===== src/hw/pulse_template_pkg.sv =====
// Overview of operation
// - Six-bit amplitude scale multiplies user pulse amplitude; resets to 100001.
// - Short-haul T1, J1 and 0 dB build-out: nominal 110110, 2% per step.
// - The -7.5 dB build-out: nominal 010001, 6.25% per step.
// - The -15.0 dB build-out: nominal 001000, 12.5% per step.
// - The -22.5 dB build-out: nominal 000100, 25% per step.
// - E1 75 and 120 ohm templates: nominal 100001, 3% per step.
// - Writing one to launch bit 7 starts the addressed template RAM access.
// - Bit 6 picks direction: zero writes the RAM, one reads it.
// - Bits 5-4 pick one of four unit intervals, 00 the leftmost.
// - Bits 3-0 pick one of sixteen samples, 0000 the leftmost.
// - Write stores the 7-bit data field; read returns the sample there.
package pulse_template_pkg;

  // Register offsets on the control port.
  localparam logic [7:0] scale_offset   = 8'h07;
  localparam logic [7:0] access_offset  = 8'h08;
  localparam logic [7:0] data_offset    = 8'h09;

  // Reset values.
  localparam logic [5:0] scale_reset    = 6'h21;
  localparam logic [7:0] access_reset   = 8'h00;
  localparam logic [6:0] data_reset     = 7'h00;

  // Field positions of the access control register.
  localparam int launch_bit    = 7;
  localparam int direction_bit = 6;
  localparam int interval_hi   = 5;
  localparam int interval_lo   = 4;
  localparam int sample_hi     = 3;
  localparam int sample_lo     = 0;

  // Widths of the template RAM.
  localparam int ram_addr_w = 6;
  localparam int ram_data_w = 7;

  // Nominal scale codes per template group.
  localparam logic [5:0] nominal_short  = 6'h36;
  localparam logic [5:0] nominal_lbo75  = 6'h11;
  localparam logic [5:0] nominal_lbo150 = 6'h08;
  localparam logic [5:0] nominal_lbo225 = 6'h04;
  localparam logic [5:0] nominal_e1     = 6'h21;

  // Amplitude change per scale step, in hundredths of a percent.
  localparam logic [11:0] step_short  = 12'h0c8;
  localparam logic [11:0] step_lbo75  = 12'h271;
  localparam logic [11:0] step_lbo150 = 12'h4e2;
  localparam logic [11:0] step_lbo225 = 12'h9c4;
  localparam logic [11:0] step_e1     = 12'h12c;

  // Template select codes that matter here.
  localparam logic [3:0] tpl_e1_120   = 4'h1;
  localparam logic [3:0] tpl_ds1_0db  = 4'h8;
  localparam logic [3:0] tpl_ds1_75   = 4'h9;
  localparam logic [3:0] tpl_ds1_150  = 4'ha;
  localparam logic [3:0] tpl_ds1_225  = 4'hb;

  // Sequencer of the indirect access.
  typedef enum logic [1:0] {st_idle, st_access, st_capture} access_state_t;

endpackage


===== src/hw/template_ram.sv =====
`timescale 1ns/1ps
// Pulse template store, four unit intervals by sixteen samples.
module template_ram
  import pulse_template_pkg::*;
(
  // Clock.
  input  wire logic                  sys_clk,
  // Access port.
  input  wire logic                  wr_en,
  input  wire logic [ram_addr_w-1:0] addr,
  input  wire logic [ram_data_w-1:0] wr_data,
  output logic      [ram_data_w-1:0] rd_data
);

  logic [ram_data_w-1:0] mem [2**ram_addr_w];

  // Read data leaves through a register, so a read costs one cycle.
  always_ff @(posedge sys_clk) begin
    if (wr_en) begin
      mem[addr] <= wr_data;
    end
    rd_data <= mem[addr];
  end

endmodule // template_ram


===== src/hw/pulse_template_ram_access.sv =====
`timescale 1ns/1ps
// Scale register and indirect template RAM port of the transmit shaper.
module pulse_template_ram_access
  import pulse_template_pkg::*;
(
  // Clock and reset.
  input  wire logic        sys_clk,
  input  wire logic        rst,
  // Control register port.
  input  wire logic [7:0]  reg_addr,
  input  wire logic        reg_wr,
  input  wire logic        reg_rd,
  input  wire logic [7:0]  reg_wdata,
  output logic      [7:0]  reg_rdata,
  // Template chosen in the template config register.
  input  wire logic [3:0]  template_select,
  // Scaling towards the waveform shaper.
  output logic      [5:0]  amplitude_scale,
  output logic      [5:0]  nominal_scale,
  output logic      [11:0] scale_step,
  output logic      [12:0] scaled_amplitude,
  output logic             access_busy
);

  // Nominal scale of a template group.
  function automatic logic [5:0] nominal_of(input logic [3:0] tpl);
    if (tpl <= tpl_e1_120 || tpl[3:2] == 2'b11) return nominal_e1;
    else if (tpl <= tpl_ds1_0db) return nominal_short;
    else if (tpl == tpl_ds1_75) return nominal_lbo75;
    else if (tpl == tpl_ds1_150) return nominal_lbo150;
    else return nominal_lbo225;
  endfunction

  // Amplitude change per step of a template group.
  function automatic logic [11:0] step_of(input logic [3:0] tpl);
    if (tpl <= tpl_e1_120 || tpl[3:2] == 2'b11) return step_e1;
    else if (tpl <= tpl_ds1_0db) return step_short;
    else if (tpl == tpl_ds1_75) return step_lbo75;
    else if (tpl == tpl_ds1_150) return step_lbo150;
    else return step_lbo225;
  endfunction

  access_state_t         state;
  access_state_t         next_state;
  logic [5:0]            scale;
  logic [7:0]            access_ctrl;
  logic [6:0]            sample_data;
  logic [ram_data_w-1:0] ram_rd_data;

  // Address decode of the three registers.
  wire hit_scale  = reg_addr == scale_offset;
  wire hit_access = reg_addr == access_offset;
  wire hit_data   = reg_addr == data_offset;

  // A launch is only taken while idle; access and data writes during an access are dropped.
  wire launch     = reg_wr && hit_access && reg_wdata[launch_bit]
                    && state == st_idle;
  wire ctrl_write = reg_wr && hit_access && state == st_idle;
  wire data_write = reg_wr && hit_data && state == st_idle;

  // RAM address is interval then sample; zero codes are the leftmost.
  wire [ram_addr_w-1:0] ram_addr = {access_ctrl[interval_hi:interval_lo],
                                    access_ctrl[sample_hi:sample_lo]};
  wire ram_wr = state == st_access && !access_ctrl[direction_bit];

  // Sequencer: write finishes in one cycle, read needs a capture cycle.
  always_comb begin
    next_state = state;
    unique case (state)
      st_idle: begin
        if (launch) next_state = st_access;
      end
      st_access: begin
        next_state = access_ctrl[direction_bit] ? st_capture : st_idle;
      end
      st_capture: begin
        next_state = st_idle;
      end
      default: begin
        next_state = st_idle;
      end
    endcase
  end

  always_ff @(posedge sys_clk) begin
    if (rst) state <= st_idle;
    else     state <= next_state;
  end

  // Scale register; the reset value suits the E1 templates.
  always_ff @(posedge sys_clk) begin
    if (rst) begin
      scale <= scale_reset;
    end else if (reg_wr && hit_scale) begin
      scale <= reg_wdata[5:0];
    end
  end

  // Access control; launch clears itself when the access ends.
  always_ff @(posedge sys_clk) begin
    if (rst) begin
      access_ctrl <= access_reset;
    end else if (ctrl_write) begin
      access_ctrl <= reg_wdata;
    end else if (next_state == st_idle && state != st_idle) begin
      access_ctrl[launch_bit] <= 1'b0;
    end
  end

  // Data register feeds writes and catches read results.
  always_ff @(posedge sys_clk) begin
    if (rst) begin
      sample_data <= data_reset;
    end else if (state == st_capture) begin
      sample_data <= ram_rd_data;
    end else if (data_write) begin
      sample_data <= reg_wdata[6:0];
    end
  end

  template_ram u_ram (
    .sys_clk (sys_clk),
    .wr_en   (ram_wr),
    .addr    (ram_addr),
    .wr_data (sample_data),
    .rd_data (ram_rd_data)
  );

  // Register read data; reserved bits and unmapped offsets read zero.
  always_ff @(posedge sys_clk) begin
    if (rst) begin
      reg_rdata <= 8'h00;
    end else if (reg_rd) begin
      reg_rdata <= hit_scale  ? {2'b00, scale} :
                   hit_access ? access_ctrl :
                   hit_data   ? {1'b0, sample_data} : 8'h00;
    end
  end

  // Scaling info for the shaper; step size follows the template group.
  always_ff @(posedge sys_clk) begin
    if (rst) begin
      nominal_scale    <= scale_reset;
      scale_step       <= step_e1;
      scaled_amplitude <= 13'h0000;
    end else begin
      nominal_scale    <= nominal_of(template_select);
      scale_step       <= step_of(template_select);
      scaled_amplitude <= sample_data * scale;
    end
  end

  assign amplitude_scale = scale;
  assign access_busy     = access_ctrl[launch_bit];
endmodule // pulse_template_ram_access


===== config.mk =====
export PLATFORM = sky130hd
export DESIGN_NAME = pulse_template_ram_access
export DESIGN_NICKNAME = d
export VERILOG_FILES = /design/src/hw/pulse_template_pkg.sv /design/src/hw/template_ram.sv /design/src/hw/pulse_template_ram_access.sv
export SDC_FILE = /design/constraint.sdc
export NUM_CORES = 1
export LEC_CHECK = 0
export BUFFER_PORTS_ARGS = -buffer_cell sky130_fd_sc_hd__buf_2
export CAP_MARGIN = 20
export CELL_PAD_IN_SITES_DETAIL_PLACEMENT = 1
export CELL_PAD_IN_SITES_GLOBAL_PLACEMENT = 1
export CORE_ASPECT_RATIO = 0.7
export CORE_UTILIZATION = 55
export CTS_BUF_LIST = sky130_fd_sc_hd__clkbuf_4 sky130_fd_sc_hd__clkbuf_8
export DETAILED_ROUTE_END_ITERATION = 10
export GPL_ROUTABILITY_DRIVEN = 0
export PLACE_DENSITY = 0.91
export SLEW_MARGIN = 20
export SYNTH_ARGS = -nofsm -noshare
export SYNTH_HDL_FRONTEND = slang
export SYNTH_SLANG_ARGS = --single-unit
export TNS_END_PERCENT = 30

===== constraint.sdc =====
create_clock -name sys_clk -period 4.9 [get_ports sys_clk]
set_clock_uncertainty 0.2 [all_clocks]
set_input_delay 0.735 -clock sys_clk [delete_from_list [all_inputs] [get_ports sys_clk]]
set_output_delay 0.735 -clock sys_clk [all_outputs]
set_load 0.02 [all_outputs]

==> metrics.txt, run 1 <==
clk sinks 511; FMAX roughly 0.22 GHz; clock slew at reported path FFs 70 ps; Min Hold Slack approximately 150 ps; Worst R2R Setup Slack about 360 ps; H-tree depth 3; vias per cell 7.06; Die Y-Extent between 150 and 200 um; final setup violation count 0; Setup crit end scaled_amplitude[12]$_SDFF_PP0_; r2r startpoint amplitude_scale[2]$_SDFFE_PP0P_; top-count cell post-synth edfxtp_1; Yosys reg bits slightly above 500; mean routed wirelength per cell between 30 and 40 um; post-synth top area share a little under two thirds; CP cell instances and2_1 -> fa_1 -> fa_1 -> inv_1 -> fa_1 -> inv_1 -> ha_1 -> o21ai_0 -> o21ai_0 -> a21oi_1 -> or3_1 -> xor2_1 -> nor2_1; pwr/cell area approximately 350 nW/um2; IO Pins 70; # nets final between 1,500 and 2,000; WP data required between 5000 and 6000 ps; Core ar. 37,600 um2; dpl hpwl roughly 43,000 um; final std cells w/o fill between 2,000 and 2,500; Worst setup SP type flip-flop; post-synthesis area per instance between 15 and 20 um2; status completed; critical path arrival 4840 ps; Mapped Cells 1,387; fin area roughly 24,000 um2; Vias roughly 14,000; Post-synth ARST share 0%; Placed Instance Area ~22,000 um2; worst path bufs/invs 2; Gates resized, CTS repair 0; std cell rows 59; R2R Path End scaled_amplitude[12]$_SDFF_PP0_; Max-slew headroom 20.9%; DR pass1 iterations 6; clock tree buffer depth 3; first-pass GRT wire length approximately 100,000 um; Root Driver clkbuf_8; Max Transition Viols Final 0; Routed Antenna Nets 0; DIE AREA ~39,000 um2; Hold-fix buffers, CTS 0; Hold Path Class in2reg; GRT Total Usage a little over a third; TNS Setup 0 ps; ratio of cells with drive above 1 in the final layout ~21%; cell family with the largest share of critical-path delay adder cells; sequential fraction of the synthesis area ~69%; Distinct cells, synth between 60 and 70; top post-synthesis cells by area edfxtp_1 63%, dfxtp_1 5.9%, mux2i_1 3.6%; Yosys top cell by area edfxtp_1; CTS Buf Count 76; Crit. Startpoint amplitude_scale[2]$_SDFFE_PP0P_; Slowest-stage cell, CP dfxtp_1; clk_lat worst skew around 660 ps; Worst Setup End Kind flip-flop; Inst Count DP approximately 1,900; initial antenna violation count 5; Leakage between 8 and 9 nW; yosys warns 0; setup bufs post-CTS 0; fin crit share 92.7%; cell mode on critical path fa_1; Total Power 8.34 mW; Hold Vio Cnt, Final 0; Synth Net Count 1,453; Crit. path cell count 13; Die W around 240 um; Max-cap violations 0; Layout area overhead 11.4%; worst vdd ir roughly 0.24 mV; worst reg-to-reg path cell count 13; TritonCTS clock tree built; RSZ-0062 raised after global routing no; remaining global-route overflow 0; mapped cell area around 21,000 um2; top_reg_cell synth edfxtp_1; slowest stage delay, CP about 650 ps; Post-synth top cells 448 x edfxtp_1, 131 x nor2_1, 76 x mux2i_1; drt initial violations between 2,000 and 2,500; crit path max fanout 10; largest net degree at the start of global routing between 70 and 80; vias in the first global route between 10,000 and 15,000; post-route minimum period about 4500 ps; filler cell count between 3,000 and 4,000; Port Buffer Count 69; WS Path Type reg2reg; Post-synth EDFFs 448; final wirelength between 70,000 and 80,000 um; Slew @ Worst Pin 1180 ps; Initial Utilization 56.4%; DR DRC count 0
-- worst min path at each step --
stage	start	to	slack, ps	depth (start not counted)
final	reg_wdata[7]	access_ctrl[7]$_SDFFE_PP0P_	150	3
after global routing	reg_wdata[7]	access_ctrl[7]$_SDFFE_PP0P_	130	3
after floorplan	state[1]$_SDFF_PP0_	state[1]$_SDFF_PP0_	270	1
after global placement	reg_rdata[7]$_SDFFE_PP0P_	reg_rdata[7]$_SDFFE_PP0P_	250	2
after CTS	reg_wdata[7]	access_ctrl[7]$_SDFFE_PP0P_	120	3
after detailed placement	reg_rdata[7]$_SDFFE_PP0P_	reg_rdata[7]$_SDFFE_PP0P_	270	2
-- state kept, by name, indices dropped and copies added (netlist names) --
| signal | cells |
|---|---|
| state | 2 |
| scale_step | 8 |
| nominal_scale | 4 |
| scaled_amplitude | 13 |
| access_ctrl | 8 |
| u_ram.rd_data | 7 |
| reg_rdata | 8 |
| amplitude_scale | 6 |
| u_ram.mem | 448 |
| sample_data | 7 |
-- stage by stage --
step                      util, %  setup WS (ps)
after floorplan                 -            386
after global placement       58.8            875
after detailed placement     58.8            663
after CTS                    62.8            483
after global routing         62.8            235
final                        62.9            356
-- worst min-delay path: stages --
cell	delay, ps
buf_2	110
nand2_1	50
a21oi_1	50
-- where the power goes --
group | internal [mW] | switching (mW) | leakage (nW) | total, mW
Combinational | 0.0241 | 0.0574 | 2.53 | 0.0814
Clock | 1.85 | 1.73 | 0.808 | 3.59
Sequential | 4.67 | 0.00522 | 5.05 | 4.68
Total | 6.55 | 1.80 | 8.39 | 8.34
-- cell type report --
cell class / count / area, um2 / area share, %
flip-flops and latches: 511 / 14700 / 62.4
multi-input cells: 748 / 5840 / 24.7
clock buffers: 112 / 1370 / 5.81
repair buffers: 119 / 758 / 3.21
well taps: 488 / 611 / 2.59
inverters: 43 / 161 / 0.683
clock inverters: 22 / 140 / 0.593
diodes: 1 / 2.50 / 0.0106
-- placed cells by master, fill, tap and decap left out, drive strengths merged, types with 4 or more instances in the layout --
cell,instances
edfxtp,448
nor2,133
buf,119
clkbuf,112
mux2i,76
dfxtp,63
nand2,61
a21oi,50
inv,44
o21ai,36
a221oi,35
mux4,33
mux2,32
and2,30
a22oi,24
a211oi,21
fa,21
ha,21
o22ai,20
nand3,18
clkinv,18
nor2b,15
and3,10
o2bb2ai,10
nor3,10
a221o,7
a31oi,7
nand2b,6
nand4,6
a222oi,6
a22o,5
or2,4
a32oi,4
o21a,4
-- cell families after synthesis --
kind of cell / share of synthesized area (%)
AO/OA/AOI/OAI: 8.37
flip-flops: 69.4
buffers and inverters: 3.07
multiplexers: 8.85
AND/OR/NAND/NOR: 6.95
XOR/XNOR: 0.124
adder cells (fa/ha/maj): 3.22
-- routing by layer --
metal	share of wire [%]	vias to the layer above	wire length [um]	track usage, %
met5	0.13	-	92	0
met2	46	1220	32500	56.1
li1	-	5578	-	-
met3	12	326	8500	11.8
met1	37	7298	26200	47.4
met4	4.9	6	3430	16.3
No activity file was read; power rests on OpenSTA's default activity.
==> run 2, diff against run 1 <==
--- a/config.mk
+++ b/config.mk
@@ -10,11 +10,11 @@
 export CELL_PAD_IN_SITES_DETAIL_PLACEMENT = 1
 export CELL_PAD_IN_SITES_GLOBAL_PLACEMENT = 1
 export CORE_ASPECT_RATIO = 0.7
-export CORE_UTILIZATION = 55
+export CORE_UTILIZATION = 32
 export CTS_BUF_LIST = sky130_fd_sc_hd__clkbuf_4 sky130_fd_sc_hd__clkbuf_8
 export DETAILED_ROUTE_END_ITERATION = 10
 export GPL_ROUTABILITY_DRIVEN = 0
-export PLACE_DENSITY = 0.91
+export PLACE_DENSITY = 0.62
 export SLEW_MARGIN = 20
 export SYNTH_ARGS = -nofsm -noshare
 export SYNTH_HDL_FRONTEND = slang
==> metrics.txt, run 2 (synthesized netlist as in run 1, its figures left out) <==
clock slew at reported path FFs ~60 ps; Slew @ Worst Pin 975 ps; Gates resized, CTS repair 0; CP cell instances and2_1 -> fa_1 -> fa_1 -> inv_1 -> fa_1 -> inv_1 -> ha_1 -> o21ai_0 -> o21ai_0 -> a21oi_1 -> or3_1 -> xor2_1 -> nor2_1; status completed; max reg flops roughly 450; Initial Utilization between 30 and 40%; initial antenna violation count 0; TNS Setup 0 ps; Max-slew headroom around a third; IO Pins 70; clock tree buffer depth 3; DR DRC count 0; TritonCTS clock tree built; dpl hpwl ~41,000 um; # nets final between 1,500 and 2,000; FMAX about 0.24 GHz; DR pass1 iterations 5; Max-cap violations 0; most common cell after layout, fill and taps aside edfxtp_1; ratio of cells with drive above 1 in the final layout 23.1%; Hold Path Class in2reg; Die W 310 um; Core ar. around 65,000 um2; GRT Total Usage around a fifth; Worst Setup End Kind flip-flop; crit path max fanout 10; Layout area overhead 14.7%; RSZ-0062 raised after global routing no; vias in the first global route 13,400; fin crit share 86.2%; critical path arrival between 4000 and 5000 ps; cell mode on critical path fa_1; std cell rows between 70 and 80; final setup violation count 0; vias per cell between 5 and 6; Leakage roughly 8.5 nW; Die Y-Extent between 200 and 250 um; largest net degree at the start of global routing between 70 and 80; worst vdd ir between 0.2 and 0.3 mV; Max Transition Viols Final 0; Port Buffer Count 69; H-tree depth 3; final design utilization around 37%; first-pass GRT wire length 92,700 um; Routed Antenna Nets 0; pwr/cell area about 340 nW/um2; Worst Slack Setup Final about 670 ps; Root Driver clkbuf_8; remaining global-route overflow 0; final wirelength between 60,000 and 70,000 um; Vias roughly 13,000; mean routed wirelength per cell between 20 and 30 um; clk sinks between 500 and 600; Total Power between 8 and 9 mW; most frequent cells in the layout 448 x edfxtp_1, 131 x nor2_1, 84 x buf_4; antenna fix cells 0; Top reg by flops u_ram.mem; CTS Buf Count between 70 and 80; registers with the most flip-flops u_ram.mem (448), scaled_amplitude (13); drt initial violations between 1,000 and 1,500; Slowest-stage cell, CP fa_1; slowest stage delay, CP between 500 and 600 ps; setup bufs post-CTS 0; pre-CTS setup slack 688 ps; Worst setup SP type flip-flop; WP data required ~5200 ps; clk_lat worst skew about 700 ps; Hold-fix buffers, CTS 0; DIE AREA approximately 67,000 um2; post-route minimum period about 4200 ps; Hold Vio Cnt, Final 0; WS Path Type reg2reg
## run 2: cell types whose count changed in the layout (fill, tap and decap cells not counted), moves of 4 or more
| cell | previous run | this run |
|---|---|---|
| clkinv_2 | 9 | 5 |
| clkbuf_4 | 27 | 31 |
| clkbuf_8 | 85 | 81 |
| buf_4 | 47 | 84 |
| clkinv_1 | 9 | 14 |
## run 2: where the power goes
part	internal, mW	switching [mW]	leakage [nW]
Combinational	0.0240	0.0525	2.71
Sequential	4.67	0.00434	5.05
Clock	1.77	1.70	0.783
## run 2: area by class of cell
cell class	count	area [um2]
clock buffer	112	1350
clock inverter	24	133
fill	6774	40800
inverter	43	161
multi-input combinational	748	5840
sequential	511	14700
tap	880	1100
timing repair buffer	154	996
## run 2: worst paths after layout
check / endpoint / slack (ps) / start / cells past startpoint
setup / recovery: scaled_amplitude[12]$_SDFF_PP0_ / 670 / amplitude_scale[1]$_SDFFE_PP0P_ / 13
hold / removal: access_ctrl[7]$_SDFFE_PP0P_ / 140 / reg_wdata[7] / 3
setup reg to reg: scaled_amplitude[12]$_SDFF_PP0_ / 670 / amplitude_scale[1]$_SDFFE_PP0P_ / 13
hold reg to reg: reg_rdata[7]$_SDFFE_PP0P_ / 280 / reg_rdata[7]$_SDFFE_PP0P_ / 2
## run 2: metal layers
| layer | up-vias | global-route usage (%) | wire, um |
|---|---|---|---|
| met5 | - | 0 | 0 |
| met4 | 0 | 4.74 | 1170 |
| met3 | 91 | 4.57 | 5180 |
| met2 | 514 | 27.2 | 27200 |
| met1 | 6819 | 28.8 | 30000 |
| li1 | 5660 | - | - |
## run 2: metrics by stage
| stage | instance area, um2 | hold WS, ps | std cells |
|---|---|---|---|
| floorplan | 21200 | 273 | 1387 |
| global placement | 22800 | 257 | 2336 |
| detailed placement | 22800 | 284 | 2336 |
| CTS | 24300 | 87.2 | 2472 |
| global route | 24300 | 127 | 2472 |
| finish | 24300 | 141 | 2472 |
## run 2: critical path: cells and delay by family (launching register included)
kind,cells,cell delay (ps)
flops,1,510
xor+xnor,1,150
fa+ha+maj,4,1810
buf+inv,2,90
compound gates,3,650
simple gates,3,670
